$ cat src/core/pea_regs.svh
// Purpose: Constants for the page entry attribute logic
// Assumes: 64-bit entries, 52-bit physical address limit
// Notes: Included by both design modules
`ifndef PEA_REGS_SVH
`define PEA_REGS_SVH
`define PEA_BIT_PRESENT 0
`define PEA_BIT_WRITE 1
`define PEA_BIT_USER 2
`define PEA_BIT_THROUGH 3
`define PEA_BIT_INHIBIT 4
`define PEA_BIT_ACCESSED 5
`define PEA_BIT_DIRTY 6
`define PEA_BIT_SIZE 7
`define PEA_BIT_GLOBAL 8
`define PEA_BIT_ATTR_LEAF 7
`define PEA_BIT_ATTR_BIG 12
`define PEA_BIT_EXEC_FORBID 63
`define PEA_PA_WIDTH_EXT 52
`define PEA_PA_WIDTH_LEGACY 32
`define PEA_TOP_INDEX_HI 47
`define PEA_TOP_INDEX_LO 39
`define PEA_LOW_4K 12
`define PEA_LOW_2M 21
`define PEA_LOW_4M 22
`define PEA_LOW_1G 30
`define PEA_RMW_CYCLES 2
`endif

$ cat src/core/pea_pkg.sv
// Purpose: Types shared by the entry decoder and its top
// Assumes: Nothing beyond the constants header
// Notes: Types only
package pea_pkg;
   typedef enum logic [1:0] {PEA_PG_4K, PEA_PG_2M, PEA_PG_4M, PEA_PG_1G} pea_size_type;
   typedef enum logic [1:0] {PEA_LVL_TOP, PEA_LVL_PTR, PEA_LVL_DIR, PEA_LVL_LEAF} pea_level_type;
   typedef enum {PEA_ST_IDLE, PEA_ST_READ, PEA_ST_WRITE} pea_state_type;
endpackage : pea_pkg

$ cat src/core/pea_dec_if.sv
// Purpose: Carries one entry and mode into the decoder and its result back
// Assumes: Combinational path, same clock as the top
// Notes: Owner side drives entry and modes; decoder side drives results
`timescale 1ns/100ps
`default_nettype none
interface pea_dec_if;
   logic [63:0] entry;
   pea_pkg::pea_level_type level;
   logic ext_mode;
   logic long_mode;
   logic large_en;
   logic xf_enable;
   logic present;
   logic final_level;
   pea_pkg::pea_size_type size;
   logic [51:0] base;
   logic [2:0] attr_index;
   logic rsv_fault;
   logic exec_forbid;
   modport owner (output entry, level, ext_mode, long_mode, large_en, xf_enable,
                  input present, final_level, size, base, attr_index, rsv_fault, exec_forbid);
   modport decoder (input entry, level, ext_mode, long_mode, large_en, xf_enable,
                    output present, final_level, size, base, attr_index, rsv_fault, exec_forbid);
endinterface : pea_dec_if
`default_nettype wire

$ cat src/core/pea_entry_dec.sv
// Purpose: Pure field decode of one translation entry
// Assumes: Entry is stable for the cycle
// Notes: Spare software bits are never looked at
`timescale 1ns/100ps
`default_nettype none
`include "pea_regs.svh"
module pea_entry_dec (
   pea_dec_if.decoder d
);
   logic [63:0] e;
   logic is_big;
   logic [51:0] raw;
   logic [51:0] mask;
   logic [63:0] rsv;
   logic has_xf;
   always_comb begin
      e = d.entry;
      d.present = e[`PEA_BIT_PRESENT];
      // Size bit only counts at directory or long-mode pointer level
      is_big = e[`PEA_BIT_SIZE] && ((d.level == pea_pkg::PEA_LVL_DIR && (d.ext_mode || d.large_en))
               || (d.level == pea_pkg::PEA_LVL_PTR && d.long_mode));
      d.final_level = is_big || d.level == pea_pkg::PEA_LVL_LEAF;
      if (d.level == pea_pkg::PEA_LVL_PTR && is_big)
         d.size = pea_pkg::PEA_PG_1G;
      else if (is_big && !d.ext_mode)
         d.size = pea_pkg::PEA_PG_4M;
      else if (is_big)
         d.size = pea_pkg::PEA_PG_2M;
      else
         d.size = pea_pkg::PEA_PG_4K;
      // Legacy entries only carry 32 address bits
      raw = d.ext_mode ? e[51:0] : {20'h00000, e[31:0]};
      mask = 52'hF_FFFF_FFFF_F000;
      // 4M legacy base sits in 31:22 only; high bits 20:13 are not address
      unique case (d.size)
         pea_pkg::PEA_PG_4K: mask = 52'hF_FFFF_FFFF_F000;
         pea_pkg::PEA_PG_2M: mask = 52'hF_FFFF_FFE0_0000;
         pea_pkg::PEA_PG_4M: mask = 52'hF_FFFF_FFC0_0000;
         pea_pkg::PEA_PG_1G: mask = 52'hF_FFFF_C000_0000;
      endcase
      d.base = raw & mask;
      d.attr_index = {(d.level == pea_pkg::PEA_LVL_LEAF) ? e[`PEA_BIT_ATTR_LEAF] :
                      (is_big ? e[`PEA_BIT_ATTR_BIG] : 1'b0),
                      e[`PEA_BIT_INHIBIT], e[`PEA_BIT_THROUGH]};
      // Legacy extended pointer entries carry no execute-forbid bit
      has_xf = d.ext_mode && !(d.level == pea_pkg::PEA_LVL_PTR && !d.long_mode);
      d.exec_forbid = has_xf && d.xf_enable && e[`PEA_BIT_EXEC_FORBID];
      // Reserved: bits between the base and the attribute bit in 2M and 1G pages
      rsv = 64'h0000_0000_0000_0000;
      if (is_big && d.size == pea_pkg::PEA_PG_2M)
         rsv[20:13] = e[20:13];
      if (is_big && d.size == pea_pkg::PEA_PG_1G)
         rsv[29:13] = e[29:13];
      if (d.ext_mode && (!d.xf_enable || !has_xf))
         rsv[`PEA_BIT_EXEC_FORBID] = e[`PEA_BIT_EXEC_FORBID];
      d.rsv_fault = d.present && (d.long_mode || (d.ext_mode && d.large_en)) && (rsv != 64'h0);
   end
endmodule : pea_entry_dec
`default_nettype wire

$ cat src/core/pea_top.sv
// Purpose: Interprets a fetched entry, checks it, and writes flags back
// Assumes: Walker presents one entry per request; memory grants may come any number of cycles late
// Notes: Walk sequencing and the translation cache live elsewhere
//
`timescale 1ns/100ps
`default_nettype none
`include "pea_regs.svh"
module pea_top (
   input wire logic CORE_CLK,
   input wire logic RESET_N,
   input wire logic ENTRY_VALID,
   input wire logic [63:0] ENTRY_DATA,
   input wire logic [1:0] ENTRY_LEVEL,
   input wire logic [47:0] VIRT_ADDR,
   input wire logic ACCESS_WRITE,
   input wire logic ACCESS_EXEC,
   input wire logic ACCESS_RETIRED,
   input wire logic [1:0] CURRENT_PRIVILEGE_LEVEL,
   input wire logic ADDRESS_EXTENSION_MODE,
   input wire logic LONG_MODE_ACTIVE,
   input wire logic LARGE_PAGE_ENABLE,
   input wire logic EXEC_FORBID_ENABLE,
   input wire logic GLOBAL_PAGE_ENABLE,
   input wire logic [63:0] MEM_RDATA,
   input wire logic MEM_ACK,
   output logic MEM_LOCK,
   output logic MEM_REQ,
   output logic MEM_WE,
   output logic [63:0] MEM_WDATA,
   output logic RESULT_VALID,
   output logic PAGE_FAULT_EXCEPTION,
   output logic FAULT_PRIV,
   output logic FAULT_RSV,
   output logic FINAL_LEVEL,
   output logic [51:0] NEXT_BASE,
   output logic [1:0] PAGE_SIZE,
   output logic [2:0] ATTR_INDEX,
   output logic WRITE_THROUGH,
   output logic UNCACHEABLE,
   output logic CACHE_FILL,
   output logic KEEP_ON_ROOT_LOAD,
   output logic [8:0] TOP_INDEX
);
   // ******************************************************
   // Decoder hookup
   // ******************************************************
   pea_dec_if dif ();
   assign dif.entry = ENTRY_DATA;
   assign dif.level = pea_pkg::pea_level_type'(ENTRY_LEVEL);
   assign dif.ext_mode = ADDRESS_EXTENSION_MODE | LONG_MODE_ACTIVE;
   assign dif.long_mode = LONG_MODE_ACTIVE;
   assign dif.large_en = LARGE_PAGE_ENABLE;
   assign dif.xf_enable = EXEC_FORBID_ENABLE;
   pea_entry_dec u_dec (
      .d(dif.decoder)
   );

   // ******************************************************
   // State record
   // ******************************************************
   typedef struct packed {
      pea_pkg::pea_state_type st;
      logic [63:0] wdata;
      logic set_dirty;
      logic res_valid;
      logic fault;
      logic f_priv;
      logic f_rsv;
      logic final_lvl;
      logic [51:0] base;
      logic [1:0] size;
      logic [2:0] attr;
      logic wt;
      logic uc;
      logic fill;
      logic keep;
      logic [8:0] top_idx;
   } pea_state_rec_type;
   pea_state_rec_type s_r;
   pea_state_rec_type s_nxt;

   logic acc_ok;
   logic need_a;
   logic need_d;
   logic [63:0] merged;

   // Protection and flag needs for the entry now presented
   always_comb begin
      // A user access needs the user bit, a write needs the write bit
      acc_ok = (!ACCESS_WRITE || ENTRY_DATA[`PEA_BIT_WRITE])
               && (CURRENT_PRIVILEGE_LEVEL != 2'h3 || ENTRY_DATA[`PEA_BIT_USER])
               && (!ACCESS_EXEC || !dif.exec_forbid);
      need_a = !ENTRY_DATA[`PEA_BIT_ACCESSED];
      // Dirty only in final level, only for a retired write
      need_d = dif.final_level && ACCESS_WRITE && ACCESS_RETIRED
               && !ENTRY_DATA[`PEA_BIT_DIRTY];
   end

   // Fresh memory copy merged so software edits to other bits survive
   always_comb begin
      merged = MEM_RDATA;
      merged[`PEA_BIT_ACCESSED] = 1'b1;
      if (s_r.set_dirty)
         merged[`PEA_BIT_DIRTY] = 1'b1;
   end

   // ******************************************************
   // Next state
   // ******************************************************
   always_comb begin
      s_nxt = s_r;
      s_nxt.res_valid = 1'b0;
      unique case (s_r.st)
         pea_pkg::PEA_ST_IDLE: begin
            if (ENTRY_VALID) begin
               s_nxt.top_idx = VIRT_ADDR[`PEA_TOP_INDEX_HI:`PEA_TOP_INDEX_LO];
               if (!dif.present) begin
                  // Nothing else in the entry is looked at
                  s_nxt.res_valid = 1'b1;
                  s_nxt.fault = 1'b1;
                  s_nxt.f_priv = 1'b0;
                  s_nxt.f_rsv = 1'b0;
                  s_nxt.fill = 1'b0;
                  s_nxt.final_lvl = 1'b0;
                  s_nxt.keep = 1'b0;
               end else begin
                  s_nxt.f_priv = !acc_ok;
                  s_nxt.f_rsv = dif.rsv_fault;
                  s_nxt.fault = !acc_ok || dif.rsv_fault;
                  s_nxt.final_lvl = dif.final_level;
                  s_nxt.base = dif.base;
                  s_nxt.size = dif.size;
                  s_nxt.attr = dif.attr_index;
                  s_nxt.wt = ENTRY_DATA[`PEA_BIT_THROUGH];
                  s_nxt.uc = ENTRY_DATA[`PEA_BIT_INHIBIT];
                  s_nxt.keep = dif.final_level && ENTRY_DATA[`PEA_BIT_GLOBAL]
                               && GLOBAL_PAGE_ENABLE;
                  s_nxt.set_dirty = need_d && acc_ok && !dif.rsv_fault;
                  // A faulting entry is not marked and not cached
                  if (!(!acc_ok || dif.rsv_fault) && (need_a || need_d)) begin
                     s_nxt.st = pea_pkg::PEA_ST_READ;
                     s_nxt.fill = 1'b0;
                  end else begin
                     s_nxt.res_valid = 1'b1;
                     // Accessed already set, so the fill is safe now
                     s_nxt.fill = acc_ok && !dif.rsv_fault && dif.final_level;
                  end
               end
            end
         end
         pea_pkg::PEA_ST_READ: begin
            if (MEM_ACK) begin
               s_nxt.wdata = merged;
               s_nxt.st = pea_pkg::PEA_ST_WRITE;
            end
         end
         pea_pkg::PEA_ST_WRITE: begin
            if (MEM_ACK) begin
               s_nxt.st = pea_pkg::PEA_ST_IDLE;
               s_nxt.res_valid = 1'b1;
               s_nxt.fill = s_r.final_lvl;
               s_nxt.set_dirty = 1'b0;
            end
         end
      endcase
   end

   // ******************************************************
   // State register
   // ******************************************************
   always_ff @(posedge CORE_CLK or negedge RESET_N) begin
      if (!RESET_N) begin
         s_r <= '{st: pea_pkg::PEA_ST_IDLE, default: '0};
      end else begin
         s_r <= s_nxt;
      end
   end

   // Lock held across read and write so the update is indivisible
   assign MEM_LOCK = (s_r.st != pea_pkg::PEA_ST_IDLE);
   assign MEM_REQ = (s_r.st != pea_pkg::PEA_ST_IDLE);
   assign MEM_WE = (s_r.st == pea_pkg::PEA_ST_WRITE);
   assign MEM_WDATA = s_r.wdata;
   assign RESULT_VALID = s_r.res_valid;
   assign PAGE_FAULT_EXCEPTION = s_r.fault;
   assign FAULT_PRIV = s_r.f_priv;
   assign FAULT_RSV = s_r.f_rsv;
   assign FINAL_LEVEL = s_r.final_lvl;
   assign NEXT_BASE = s_r.base;
   assign PAGE_SIZE = s_r.size;
   assign ATTR_INDEX = s_r.attr;
   assign WRITE_THROUGH = s_r.wt;
   assign UNCACHEABLE = s_r.uc;
   assign CACHE_FILL = s_r.fill & s_r.res_valid;
   assign KEEP_ON_ROOT_LOAD = s_r.keep;
   assign TOP_INDEX = s_r.top_idx;
endmodule : pea_top
`default_nettype wire

$ cat config.mk
export PLATFORM = sky130hd
export DESIGN_NAME = pea_top
export DESIGN_NICKNAME = d
export VERILOG_FILES = /design/src/core/pea_pkg.sv /design/src/core/pea_dec_if.sv /design/src/core/pea_entry_dec.sv /design/src/core/pea_top.sv
export VERILOG_INCLUDE_DIRS = /design/src /design/src/core
export SDC_FILE = /design/constraint.sdc
export NUM_CORES = 1
export LEC_CHECK = 0
export BUFFER_PORTS_ARGS = -buffer_cell sky130_fd_sc_hd__buf_2
export CAP_MARGIN = 10
export CORE_ASPECT_RATIO = 0.5
export CORE_MARGIN = 3
export CORE_UTILIZATION = 49
export DETAILED_ROUTE_END_ITERATION = 8
export PLACE_DENSITY_LB_ADDON = 0.05
export SYNTH_ARGS = -nofsm -noshare
export SYNTH_HDL_FRONTEND = slang
export SYNTH_SLANG_ARGS = --single-unit
$ cat constraint.sdc
create_clock -name CORE_CLK -period 3 [get_ports CORE_CLK]
set_input_delay 0.6 -clock CORE_CLK [delete_from_list [all_inputs] [get_ports CORE_CLK]]
set_output_delay 0.6 -clock CORE_CLK [all_outputs]
set_load 0.05 [all_outputs]
**After elaboration in Yosys (flattened, before gate mapping)**

Cells that the tools add are included.

- Word-level logic and storage cells: 123
- Input port bits: 192
- Register bits after elaboration: 172

- Equal/unequal tests: 15
- Muxes and demuxes: 28
- Reduce and logical (&&, ||, !) cells: 61
- Bitwise operators: 3

Operators with widths:

| operator | count |
|---|---|
| 52-bit one-hot mux with 4 select lines | 1 |
| 32-bit 2-to-1 mux | 4 |
| 96-bit 2-to-1 mux | 1 |
| 32-bit one-hot mux with 3 select lines | 1 |
| 76-bit 2-to-1 mux | 1 |
| 59-bit 2-to-1 mux | 1 |
| 52-bit AND | 1 |
| 52-bit 2-to-1 mux | 1 |
| 32-bit by 1-bit == test with 1-bit output (second input constant) | 1 |
| 32-bit by 2-bit == test with 1-bit output (second input constant) | 1 |
| 32-bit by 3-bit == test with 1-bit output (second input constant) | 1 |
| 32-bit logical NOT | 1 |
| 32-bit nonzero test | 1 |
| 1-bit logical AND | 27 |
| 18-bit nonzero test | 1 |
| 17-bit 2-to-1 mux | 1 |
| 1-bit logical NOT | 13 |
| 2-bit inequality test (second input constant) | 6 |
| 1-bit logical OR | 10 |
| 1-bit 2-to-1 mux | 9 |
| 2-bit == test (second input constant) | 4 |
| 2-bit 2-to-1 mux | 4 |
| 8-bit 2-to-1 mux | 1 |
| 3-bit AND reduction | 2 |
| other kinds (11) | 13 |

**Longest topological paths before layout**

Gate-level depths: netlist of the first run.

- Word-level depth: 21
- Mapped depth: 8
- Gate-level depth less buffers: 7

**By module**

A second synthesis of the first run with hierarchy kept.

- Cells, all modules: 569
- Area, all modules: 7029.2 µm²

By module, submodules not included:

| module | cells each | sequential area each (µm²) | times used | area each (µm²) |
|---|---|---|---|---|
| pea_top | 478 | 3553.4 | 1 | 6457.4 |
| pea_entry_dec | 91 | 0.0 | 1 | 571.8 |

**Worst setup path after synthesis of the first run**

No wires, ideal clock.

- Kind: input to register
- Start point: input LONG_MODE_ACTIVE
- End point: register s_r[10] (netlist name)
- Setup time: 0.082 ns
- Arrival: 2.169 ns
- Slack: 0.749 ns
- Stages on the path: 8
- Cell sequence: buf_6 > or2_1 > buf_6 > a2bb2oi_2 > o211ai_2 > nand3_2 > or4_1 > a31oi_1

- Cells in the longest elaborated chain, start to end: 21
- Elaborated cells on any way between the ends: 52
- Classes of those cells: 2 x eq/ne; 10 x mux; 1 x bitwise; 39 x reduce/logical

RTL lines:

| element | RTL line | RTL |
|---|---|---|
| start, declared | pea_top.sv:20 | `input wire logic LONG_MODE_ACTIVE,` |
| 1-bit bitwise OR | pea_top.sv:50 | `assign dif.ext_mode = ADDRESS_EXTENSION_MODE \| LONG_MODE_ACTIVE;` |
| 1-bit logical OR | pea_entry_dec.sv:20 | `` is_big = e[`PEA_BIT_SIZE] && ((d.level == pea_pkg::PEA_LVL_DIR && (d.ext_mode \|\| d.large_en)) `` |
| 1-bit logical AND | pea_entry_dec.sv:20 |  |
| 1-bit logical OR | pea_entry_dec.sv:21 | `\|\| (d.level == pea_pkg::PEA_LVL_PTR && d.long_mode));` |
| 1-bit logical AND | pea_entry_dec.sv:20 |  |
| 1-bit 2-to-1 mux or 1-bit logical AND (tied branches) | pea_entry_dec.sv:27, pea_entry_dec.sv:25 |  |
| 2-bit 2-to-1 mux | pea_entry_dec.sv:25 | `else if (is_big && !d.ext_mode)` |
| 2-bit 2-to-1 mux | pea_entry_dec.sv:23 | `if (d.level == pea_pkg::PEA_LVL_PTR && is_big)` |
| [... 5 more ...] | n/a |  |
| 1-bit logical AND | pea_entry_dec.sv:56 | `d.rsv_fault = d.present && (d.long_mode \|\| (d.ext_mode && d.large_en)) && (rsv != 64'h0);` |
| 1-bit logical NOT or 1-bit logical OR (tied branches) | pea_top.sv:146, pea_top.sv:140 |  |
| 1-bit logical AND or 1-bit logical NOT (tied branches) | pea_top.sv:146, pea_top.sv:140 |  |
| 1-bit logical AND, on equally long branches | pea_top.sv:146, pea_top.sv:140 |  |
| 1-bit 2-to-1 mux (*) | pea_top.sv:140 | `if (!(!acc_ok \|\| dif.rsv_fault) && (need_a \|\| need_d)) begin` |
| 2-bit 2-to-1 mux (*) | pea_top.sv:117 | `if (!dif.present) begin` |
| 76-bit 2-to-1 mux (*) | pea_top.sv:115 | `if (ENTRY_VALID) begin` |
| 1-bit one-hot mux with 2 select lines (*) | pea_top.sv:113 | `unique case (s_r.st)` |
| end signal, assigned | pea_top.sv:175 | `s_r <= s_nxt;` |
| end, declared | pea_top.sv:79 | `pea_state_rec_type s_r;` |

Every way passes the cells marked *; elsewhere a longest branch is shown, timed or not. The select of a mux whose other input is x is not followed.
A chain may end at the register's enable or synchronous reset.

**Worst setup path in the final report of the first run**

- Start point: register s_r[140] (netlist name)
- End point: output MEM_LOCK

- Cells in the longest elaborated chain, start to end: 1

RTL lines:

| element | RTL line | RTL |
|---|---|---|
| 32-bit nonzero test | pea_top.sv:180 | `assign MEM_LOCK = (s_r.st != pea_pkg::PEA_ST_IDLE);` |
| end, declared | pea_top.sv:26 | `output logic MEM_LOCK,` |

No other way between the ends.

==> results.yml, run 1 <==
route:
  antenna_left: 0
  detailedRoute.firstPassIterationCount: 4
  dr.first_iter.drc_count: 235
  routedWlPerCell_um: 15.0
  vias_per_cell: 4.72
  dr_total_vias: 4216
  detail_route.wirelength_um: 13400
  route.detailed.drc: 0
floorplan:
  initial_utilization_pct: 51.4
  dieWidth_um: 165
  design.portCount: 334
  placeableCoreArea_mm2: 0.0121
  floorplan_die_area_mm2: 0.0141
  die_height_um: 85.6
  std_cell_rows: 28
sta:
  rsz0062_at_grt: "false"
  final_slew_violations: 0
  fin_crit_sh_pct: 80.9
  max_slew.worst_pin.slew_ps: 748
  final.setup.worst_slack_ps: 572
  timing.fmax_ghz: 0.412
  final.setup_skew_ps: 6.76
  whs_ps: 184
  post-route-min-period_ps: 2430
  max_slew_margin_vs_limit_pct: 49.9
  timing.setup.tns_ps: 0
  finalHoldViolCount: 0
  final-setup-viol-count: 0
global_route:
  maximum_number_of_pins_on_one_net_before_global_route_repair: 56
  first_global_vias: 4012
  antenna_found_initial: 0
  grt_first_pass_wirelength_um: 20800
  global_route.overflow_total: 0
  grt_use_total_pct: 19.0
critical_path:
  worst_ep_required_time_ps: 2400
  worstSetupEndpointType: "primary output"
  critical_path.max_fanout: 11
  criticalPathCategory: "reg2out"
  timing.critical_path.arrival_ps: 1830
  worst_setup_path_start_kind: "flop"
cells_and_area:
  multiInputGateArea_mm2: 0.00196
  synthToLayoutAreaGrowth_pct: 18.5
  final_common_cell: "buf_2"
  layout.core_utilization_pct: 60.9
  fin_nets: 912
  regArea_mm2: 0.00320
  postLayoutCellArea_mm2: 0.00736
  num-fill-cells: 1101
  layout_common_cells: "buf_2, dfrtp_1, nand2_1"
  final_layout_size_suffix_gt1_share_pct: 52.5
  number_of_standard_cells_in_the_layout_taps_in_and_fillers_out: 893
clocking:
  cts-buffers-inserted: 17
  clk_transition_reported_paths_ps: 50
  postCtsHoldBufs: 0
  ctsResizeCount: 0
  ctsLongestPathBuffers: 2
  cts.root.buffer_cell: "clkbuf_16"
  htree_num_levels: 4
  clk_latency_ps: 400
  clock_sink_count: 128
  clock_tree_from_tritoncts: "built"
  cts.repair_timing.setup_buffer_count: 0
synth:
  distinct_cell_type_count_of_the_synthesized_netlist: 41
  yosysWarningCount: 0
  syn-mean-instance-area_um2: 11.0
  post_synth_inst_count: 566
  count_of_state_elements_after_synthesis: 128
  synth.yosys.seq_area_share_pct: 51.6
  cell_area_after_synthesis_mm2: 0.00621
place:
  dpl-instance-area_mm2: 0.00680
  gp_congestion: 0.762
  numPlacedInstances: 862
  buffers_on_ports: 267
  dpl_worst_slack_ps: 439
  detailedPlacementHpwl_um: 9980
power:
  post-layout-total-power_mw: 10.3
  vdd_ir_drop_max_uv: 635
  cellPowerDensity_mw_per_mm2: 1400
  static-leakage-power_nw: 3.81
job:
  max_cap_viol_count: 0
min_path:
  min-delay-path-class: "in2async"
outcome:
  run_status: "finished clean"
[power by group]
| group | leakage [nW] | switching (mW) | internal (mW) | total (mW) |
|---|---|---|---|---|
| clock network | 0.264 | 0.719 | 1.23 | 1.95 |
| registers | 1.56 | 0.366 | 2.55 | 2.91 |
| logic | 1.99 | 4.06 | 1.37 | 5.43 |
| total | 3.81 | 5.15 | 5.15 | 10.3 |
[sequential cells by signal (all words and copies together), names as in the netlist]
name / cells
MEM_WDATA: 64
NEXT_BASE: 40
TOP_INDEX: 9
s_r: 4
ATTR_INDEX: 3
PAGE_SIZE: 2
FAULT_PRIV: 1
FAULT_RSV: 1
FINAL_LEVEL: 1
KEEP_ON_ROOT_LOAD: 1
PAGE_FAULT_EXCEPTION: 1
RESULT_VALID: 1
[Yosys cell counts]
cell	count	area, µm²
buf_4	131	983
dfrtp_1	128	3200
nand2_1	92	345
mux2_2	71	800
nand3_1	26	130
clkbuf_1	20	75.1
o21ai_0	20	100
nor2_1	9	33.8
a22o_1	8	70.1
inv_1	6	22.5
a31oi_1	5	31.3
a21oi_1	4	20.0
ha_1	4	50.1
a21o_1	3	22.5
nor2b_1	3	18.8
nor3_1	3	15.0
o22ai_1	3	18.8
a22oi_1	2	15.0
a32o_1	2	20.0
buf_6	2	22.5
nand2b_1	2	12.5
nand3b_1	2	15.0
o21a_1	2	15.0
a2bb2oi_2	1	15.0
a311oi_1	1	8.76
a31o_2	1	8.76
a41oi_2	1	16.3
and2_1	1	6.26
conb_1	1	3.75
nand3_2	1	10.0
nor4_1	1	6.26
nor4_2	1	12.5
nor4_4	1	21.3
o211ai_2	1	12.5
o21ai_1	1	5.00
o21bai_1	1	7.51
o31a_1	1	8.76
or2_1	1	6.26
or3_1	1	6.26
or3b_1	1	8.76
or4_1	1	7.51
[metal layers]
metal	GRT usage (%)	wire (µm)	vias to the layer above
li1	-	-	2059
met1	23.2	5340	1991
met2	31.5	6560	151
met3	7.53	1310	15
met4	5.86	168	0
met5	0	0	-
[critical path, stage by stage, from the launching register on]
cell and delay (ps):
dfrtp_1 390, inv_1 150, ha_1 410, inv_1 210, buf_2 260
[path summary, 6_finish.rpt]
| check | start | end | slack, ps | cells past startpoint |
|---|---|---|---|---|
| max | s_r[140]$_DFFE_PN0P_ | MEM_LOCK | 570 | 4 |
| min | RESET_N | MEM_WDATA[18]$_DFFE_PN0P_ | 180 | 1 |
| max reg2reg | s_r[140]$_DFFE_PN0P_ | NEXT_BASE[13]$_DFFE_PN0P_ | 980 | 7 |
| min reg2reg | NEXT_BASE[44]$_DFFE_PN0P_ | NEXT_BASE[44]$_DFFE_PN0P_ | 460 | 2 |
| max in group asynchronous | RESET_N | NEXT_BASE[23]$_DFFE_PN0P_ | 1970 | 2 |
| min in group CORE_CLK | ENTRY_DATA[30] | NEXT_BASE[30]$_DFFE_PN0P_ | 390 | 3 |
[area by class of cell]
class                           instances  share of cell area (%)
Sequential cell                       128                    43.5
Clock inverter                         10                    1.55
Inverter                                6                   0.306
Tap cell                              165                    2.81
Antenna cell                            1                  0.0340
Timing Repair Buffer                  273                    19.1
Multi-Input combinational cell        290                    26.6
Clock buffer                           20                    6.07
[cell families after synthesis]
family	synth area share, %
fa+ha+maj	0.806
mux	12.9
flops	51.6
simple gates	10.6
other cells	0.0604
compound gates	6.37
buf+inv	17.8
(Power assumes the default switching activity.)
==> inputs of run 2 (changes only) <==
ABC_AREA = 1   (was default)
CORE_UTILIZATION = 41   (was 49)
clock period = 2.2 ns   (was 3 ns; I/O delays follow)
==> run 2 against run 1 <==
  * Clock-buffer cell count fell by 2
  * Register-to-register slack worse by 680 ps
  * Cell count up 25%
  * Hold slack better by 35 ps
  * Non-clock buffer count grew 4
  * Final area increased by 1.8%
  * Sequential cell count unchanged
  * Clock skew up 4.4 ps
  * Clock power grew 45%
  * Combinational power is 31% higher
  * Sequential share of layout area down 0.78 points
  * Wire length rose by 18%
  * Critical endpoint is now MEM_REQ
  * Largest power group unchanged
==> results.yml, run 2 <==
synth:
  netlist.top_cell.by_area: "dfrtp_1"
  area_fraction_in_compound_gates_after_synthesis_pct: 2.19
  post_synth_xor_area_fraction_pct: 0
  synth.yosys.seq_area_share_pct: 51.4
  multiplexer_share_of_the_synthesized_area_pct: 0
  cell_area_after_synthesis_mm2: 0.00623
  synth.cells.most_frequent: "nand2_1, buf_4, dfrtp_1"
  synth_simple_gate_area_share_pct: 26.8
  synthDominantCellAreaShare_pct: 51.4
  synth_enable_flop_cells: 0
  synth_fa_ha_area_share_pct: 0.803
  post_synth_inst_count: 754
  count_of_state_elements_after_synthesis: 128
  synth_top_family_by_area: "simple AND/OR/NAND/NOR gates"
  yosysWarningCount: 0
  async_flop_share_pct: 100
  synthFlopType: "dfrtp_1"
  yosys-top-cells-area: "dfrtp_1, nand2_1, buf_4, nand3_1, clkbuf_1"
  syn-mean-instance-area_um2: 8.27
  distinct_cell_type_count_of_the_synthesized_netlist: 27
  synth_most_common_cell: "nand2_1"
clocking:
  ctsResizeCount: 0
  cts-buffers-inserted: 17
  cts.repair_timing.setup_buffer_count: 0
  postCtsHoldBufs: 1
  clk_transition_reported_paths_ps: 60
  clock_sink_count: 128
  clk_latency_ps: 410
  ctsLongestPathBuffers: 2
  clock_tree_from_tritoncts: "built"
  cts.root.buffer_cell: "clkbuf_16"
  htree_num_levels: 4
min_path:
  min-delay-start: "MEM_RDATA[60]"
  min-delay-path-class: "in2reg"
sta:
  final.setup_skew_ps: 11.2
  final_slew_violations: 0
  post-route-min-period_ps: 1970
  max_slew.worst_pin.slew_ps: 890
  max_slew_margin_vs_limit_pct: 40.6
  final-setup-viol-count: 0
  finalHoldViolCount: 0
  timing.fmax_ghz: 0.509
  whs_ps: 219
  timing.setup.tns_ps: 0
  fin_crit_sh_pct: 89.4
  rsz0062_at_grt: "false"
route:
  detail_route.wirelength_um: 15700
  routedWlPerCell_um: 14.1
  route.detailed.drc: 0
  dr_total_vias: 4896
  vias_per_cell: 4.39
  detailedRoute.firstPassIterationCount: 5
  antenna_left: 0
  dr.first_iter.drc_count: 302
critical_path:
  criticalPathCategory: "reg2out"
  worst_setup_path_start_kind: "flop"
  worst_ep_required_time_ps: 1760
  worstSetupEndpointType: "primary output"
  crit_start: "s_r[140]$_DFFE_PN0P_"
  timing.critical_path.arrival_ps: 1530
  r2r_start: "s_r[140]$_DFFE_PN0P_"
  critical_path.max_fanout: 5
global_route:
  grt_use_total_pct: 18.6
  grt_first_pass_wirelength_um: 24800
  antenna_found_initial: 0
  maximum_number_of_pins_on_one_net_before_global_route_repair: 66
  first_global_vias: 4784
  global_route.overflow_total: 0
floorplan:
  std_cell_rows: 31
  floorplan_die_area_mm2: 0.0168
  design.portCount: 334
  dieWidth_um: 180
  placeableCoreArea_mm2: 0.0147
  die_height_um: 93.2
  initial_utilization_pct: 42.5
cells_and_area:
  final_common_cell: "nand2_1"
  layout_common_cells: "nand2_1, buf_2, dfrtp_1"
  synthToLayoutAreaGrowth_pct: 20.2
  final_layout_size_suffix_gt1_share_pct: 35.5
  fin_nets: 1099
  max_reg_flops: 64
  postLayoutCellArea_mm2: 0.00749
outcome:
  run_status: "finished clean"
power:
  vdd_ir_drop_max_uv: 809
  static-leakage-power_nw: 4.41
  cellPowerDensity_mw_per_mm2: 1850
place:
  dpl-instance-area_mm2: 0.00690
  buffers_on_ports: 267
  gp_congestion: 0.754
  detailedPlacementHpwl_um: 11200
job:
  max_cap_viol_count: 0
-- run 2: changes by cell type in the layout (fill, tap and decap cells not counted), sizes merged, moves of 3 or more --
| cell | previous run | this run |
|---|---|---|
| a31oi | 5 | 0 |
| nand2 | 92 | 351 |
| nor2b | 3 | 0 |
| nor4 | 3 | 0 |
| a22o | 8 | 0 |
| a21o | 3 | 0 |
| buf | 273 | 276 |
| nand3 | 27 | 43 |
| nor3 | 3 | 0 |
| nor2 | 9 | 18 |
| inv | 7 | 27 |
| o21ai | 21 | 14 |
| mux2 | 71 | 0 |
-- run 2: path summary, 6_finish.rpt --
path | slack (ps) | to | cells after the start
worst min register to register | 460 | MEM_WDATA[5]$_DFFE_PN0P_ | 1
worst min-delay path | 220 | MEM_WDATA[60]$_DFFE_PN0P_ | 3
min in group asynchronous | 440 | MEM_WDATA[3]$_DFFE_PN0P_ | 2
worst max register to register | 300 | NEXT_BASE[21]$_DFFE_PN0P_ | 6
worst max-delay path | 230 | MEM_REQ | 4
max in group asynchronous | 1150 | TOP_INDEX[2]$_DFFE_PN0P_ | 3
-- run 2: where the power goes --
group	switching [mW]	internal (mW)
clock	1.14	1.69
sequential	0.538	3.43
combinational	5.63	1.47
-- run 2: cell type report --
cell class | instances | area [µm²]
tap | 198 | 248
clock buffer | 18 | 429
timing repair buffer | 277 | 1470
fill | 1505 | 7170
clock inverter | 14 | 158
antenna | 1 | 2.50
sequential | 128 | 3200
multi-input combinational | 456 | 1900
inverter | 23 | 86.3
-- run 2: per-stage QoR --
stage / power [mW] / std cells / worst slack (ps) / utilization [%]
2_1_floorplan: 10.9 / 765 / 471 / -
5_1_grt: 14.7 / 1114 / 68.7 / 51.1
3_3_place_gp: 11.1 / 1081 / 289 / 47.0
4_1_cts: 14.1 / 1114 / 207 / 51.1
6_report: 13.9 / 1115 / 234 / 51.1
3_5_place_dp: 11.2 / 1081 / 277 / 47.0
-- run 2: layer usage --
metal  routed length [µm]  share of wire, %  track usage (%)
met4                   74              0.47             5.62
met3                 1240               7.9             6.14
met5                    0                 0                0
met2                 7390                47             30.0
met1                 7030                45             24.0
-- run 2: cells by family (layout without fill, tap and decap cells) --
| kind of cell | count (synthesis) | count (layout) |
|---|---|---|
| AND/OR/NAND/NOR | 416 | 416 |
| flip-flops | 128 | 128 |
| AO/OA/AOI/OAI | 24 | 24 |
| adder cells (fa/ha/maj) | 4 | 4 |
| buffers and inverters | 181 | 332 |
| other | 1 | 13 |
-- run 2: worst max-delay path: stages (launching register included) --
cell     delay [ps]
dfrtp_1         360
inv_1            80
ha_1            260
inv_2           130
buf_2           280
==> inputs of run 3 (changes only) <==
CORE_UTILIZATION = 45   (was 41)
SLEW_MARGIN = 30   (was default)
clock period = 2 ns   (was 2.2 ns; I/O delays follow)
==> run 3 against run 2 <==
  * Global-route usage rose by 1.0 points
  * Highest routed layer unchanged
  * Clock-buffer cell count unchanged
  * Via count is 1.2% lower
  * Cell count fell by 1.1%
  * Critical path type unchanged
  * Largest cell class unchanged
==> results.yml, run 3 (synthesis gave the netlist of run 2 again) <==
critical_path:
  worstPathCellList: "inv_1 -> ha_1 -> clkbuf_4"
  worst_setup_path_start_kind: "flop"
  worst_path_max_delay_cell: "dfrtp_1"
  timing.critical_path.slowest_cell_delay_ps: 400
  timing.critical_path.arrival_ps: 1490
  criticalPathCategory: "reg2out"
  worst_ep_required_time_ps: 1600
  worstSetupEndpointType: "primary output"
  critical_path.top_delay_family: "flip-flops"
  critical_path.max_fanout: 6
  timing.critical_path.buf_inv: 2
power:
  vdd_ir_drop_max_uv: 938
  cellPowerDensity_mw_per_mm2: 2050
  static-leakage-power_nw: 4.43
sta:
  post-route-min-period_ps: 1890
  final-setup-viol-count: 0
  final.setup_skew_ps: 13.5
  timing.fmax_ghz: 0.529
  fin_crit_sh_pct: 94.5
  max_slew.worst_pin.slew_ps: 503
  finalHoldViolCount: 0
  final_slew_violations: 0
  max_slew_margin_vs_limit_pct: 66.5
clocking:
  clk_transition_reported_paths_ps: 60
  cts.root.buffer_cell: "clkbuf_16"
  htree_num_levels: 4
  ctsLongestPathBuffers: 2
  clock_sink_count: 128
  clock_tree_from_tritoncts: "built"
  cts-buffers-inserted: 17
  postCtsHoldBufs: 0
  clk_latency_ps: 410
floorplan:
  initial_utilization_pct: 47.6
  design.portCount: 334
  std_cell_rows: 29
  dieWidth_um: 172
  placeableCoreArea_mm2: 0.0131
  floorplan_die_area_mm2: 0.0154
  die_height_um: 89.2
route:
  route.detailed.drc: 0
  routedWlPerCell_um: 13.9
  dr.first_iter.drc_count: 251
  detail_route.wirelength_um: 15400
  detailedRoute.firstPassIterationCount: 4
  vias_per_cell: 4.38
  dr_total_vias: 4836
  antenna_left: 0
place:
  gp_congestion: 0.843
  detailedPlacementHpwl_um: 11200
  buffers_on_ports: 267
  dpl-instance-area_mm2: 0.00690
cells_and_area:
  layout_common_cells: "nand2_1, buf_2, dfrtp_1"
  synthToLayoutAreaGrowth_pct: 20.7
  layout.core_utilization_pct: 57.4
  regArea_mm2: 0.00320
  final_layout_size_suffix_gt1_share_pct: 35.7
  postLayoutCellArea_mm2: 0.00752
  final_common_cell: "nand2_1"
  num-fill-cells: 1274
  max_reg_flops: 64
  multiInputGateArea_mm2: 0.00190
  fin_nets: 1099
global_route:
  grtUsageMet3_pct: 6.40
  busiest_layer: "met2"
  global_route.usage.met2_pct: 34.1
  grt_use_total_pct: 19.6
  grt_first_pass_wirelength_um: 23300
  global_route.overflow_total: 0
  gr-usage-met1_pct: 23.5
  maximum_number_of_pins_on_one_net_before_global_route_repair: 96
  antenna_found_initial: 0
  first_global_vias: 4616
outcome:
  run_status: "finished clean"
job:
  max_cap_viol_count: 0
min_path:
  min-delay-path-class: "in2async"
## run 3: cell types whose count changed in the layout (fill, tap and decap cells not counted), sizes merged
cell / previous run / this run
clkbuf: 18 / 19
inv: 27 / 28
clkinv: 5 / 3
dlygate4sd3: 1 / 0
bufinv: 2 / 3
## run 3: timing repair
item                                    4_1_cts  5_1_grt
gates resized for setup                       0        6
setup buffers                                 0        0
endpoints found under the setup margin        0        3
## run 3: stage by stage
step	worst slack, ps	instances	setup TNS (ps)	power, mW	hold slack (ps)
2_1_floorplan	271	765	0	11.9	104
3_3_place_gp	301	1070	0	12.2	448
3_5_place_dp	307	1070	0	12.3	453
4_1_cts	36.0	1102	0	15.6	71.9
5_1_grt	-0.430	1102	-0.430	16.3	96.2
6_report	110	1103	0	15.4	71.7
## run 3: routing by layer
metal  up-vias  wire (µm)
met2       147       7500
met3        10       1300
met4         0        118
li1       2468          -
met5         -          0
met1      2211       6450
## run 3: worst paths after layout
check | endpoint | slack, ps | depth (start not counted) | from
setup / recovery | MEM_WE | 110 | 3 | s_r[140]$_DFFE_PN0P_
hold reg to reg | NEXT_BASE[30]$_DFFE_PN0P_ | 470 | 2 | NEXT_BASE[30]$_DFFE_PN0P_
hold / removal | MEM_WDATA[62]$_DFFE_PN0P_ | 70 | 2 | RESET_N
max in group asynchronous | MEM_WDATA[44]$_DFFE_PN0P_ | 1540 | 2 | RESET_N
min in group CORE_CLK | MEM_WDATA[41]$_DFFE_PN0P_ | 180 | 3 | MEM_RDATA[41]
setup reg to reg | s_r[10]$_DFFE_PN0P_ | 350 | 7 | s_r[140]$_DFFE_PN0P_
## run 3: worst reg2reg max path: cells and delay by family (launching register included)
kind | cells | cell delay (ps)
AOI/OAI and AO/OA | 4 | 710
adders and majority gates | 1 | 230
buffers and inverters | 2 | 190
DFF | 1 | 400
## run 3: area by class of cell
| class | instances | share of cell area (%) |
|---|---|---|
| flip-flops and latches | 128 | 42.6 |
| inverters | 23 | 1.15 |
| multi-input cells | 456 | 25.3 |
| clock inverters | 14 | 2.38 |
| well taps | 186 | 3.09 |
| diodes | 1 | 0.0333 |
| clock buffers | 18 | 5.71 |
| repair buffers | 277 | 19.7 |
## run 3: report_power, final
part           leakage, nW  switching (mW)  internal, mW
Combinational         2.54            6.21          1.66
Sequential            1.60           0.598          3.77
Clock                0.288            1.20          1.98
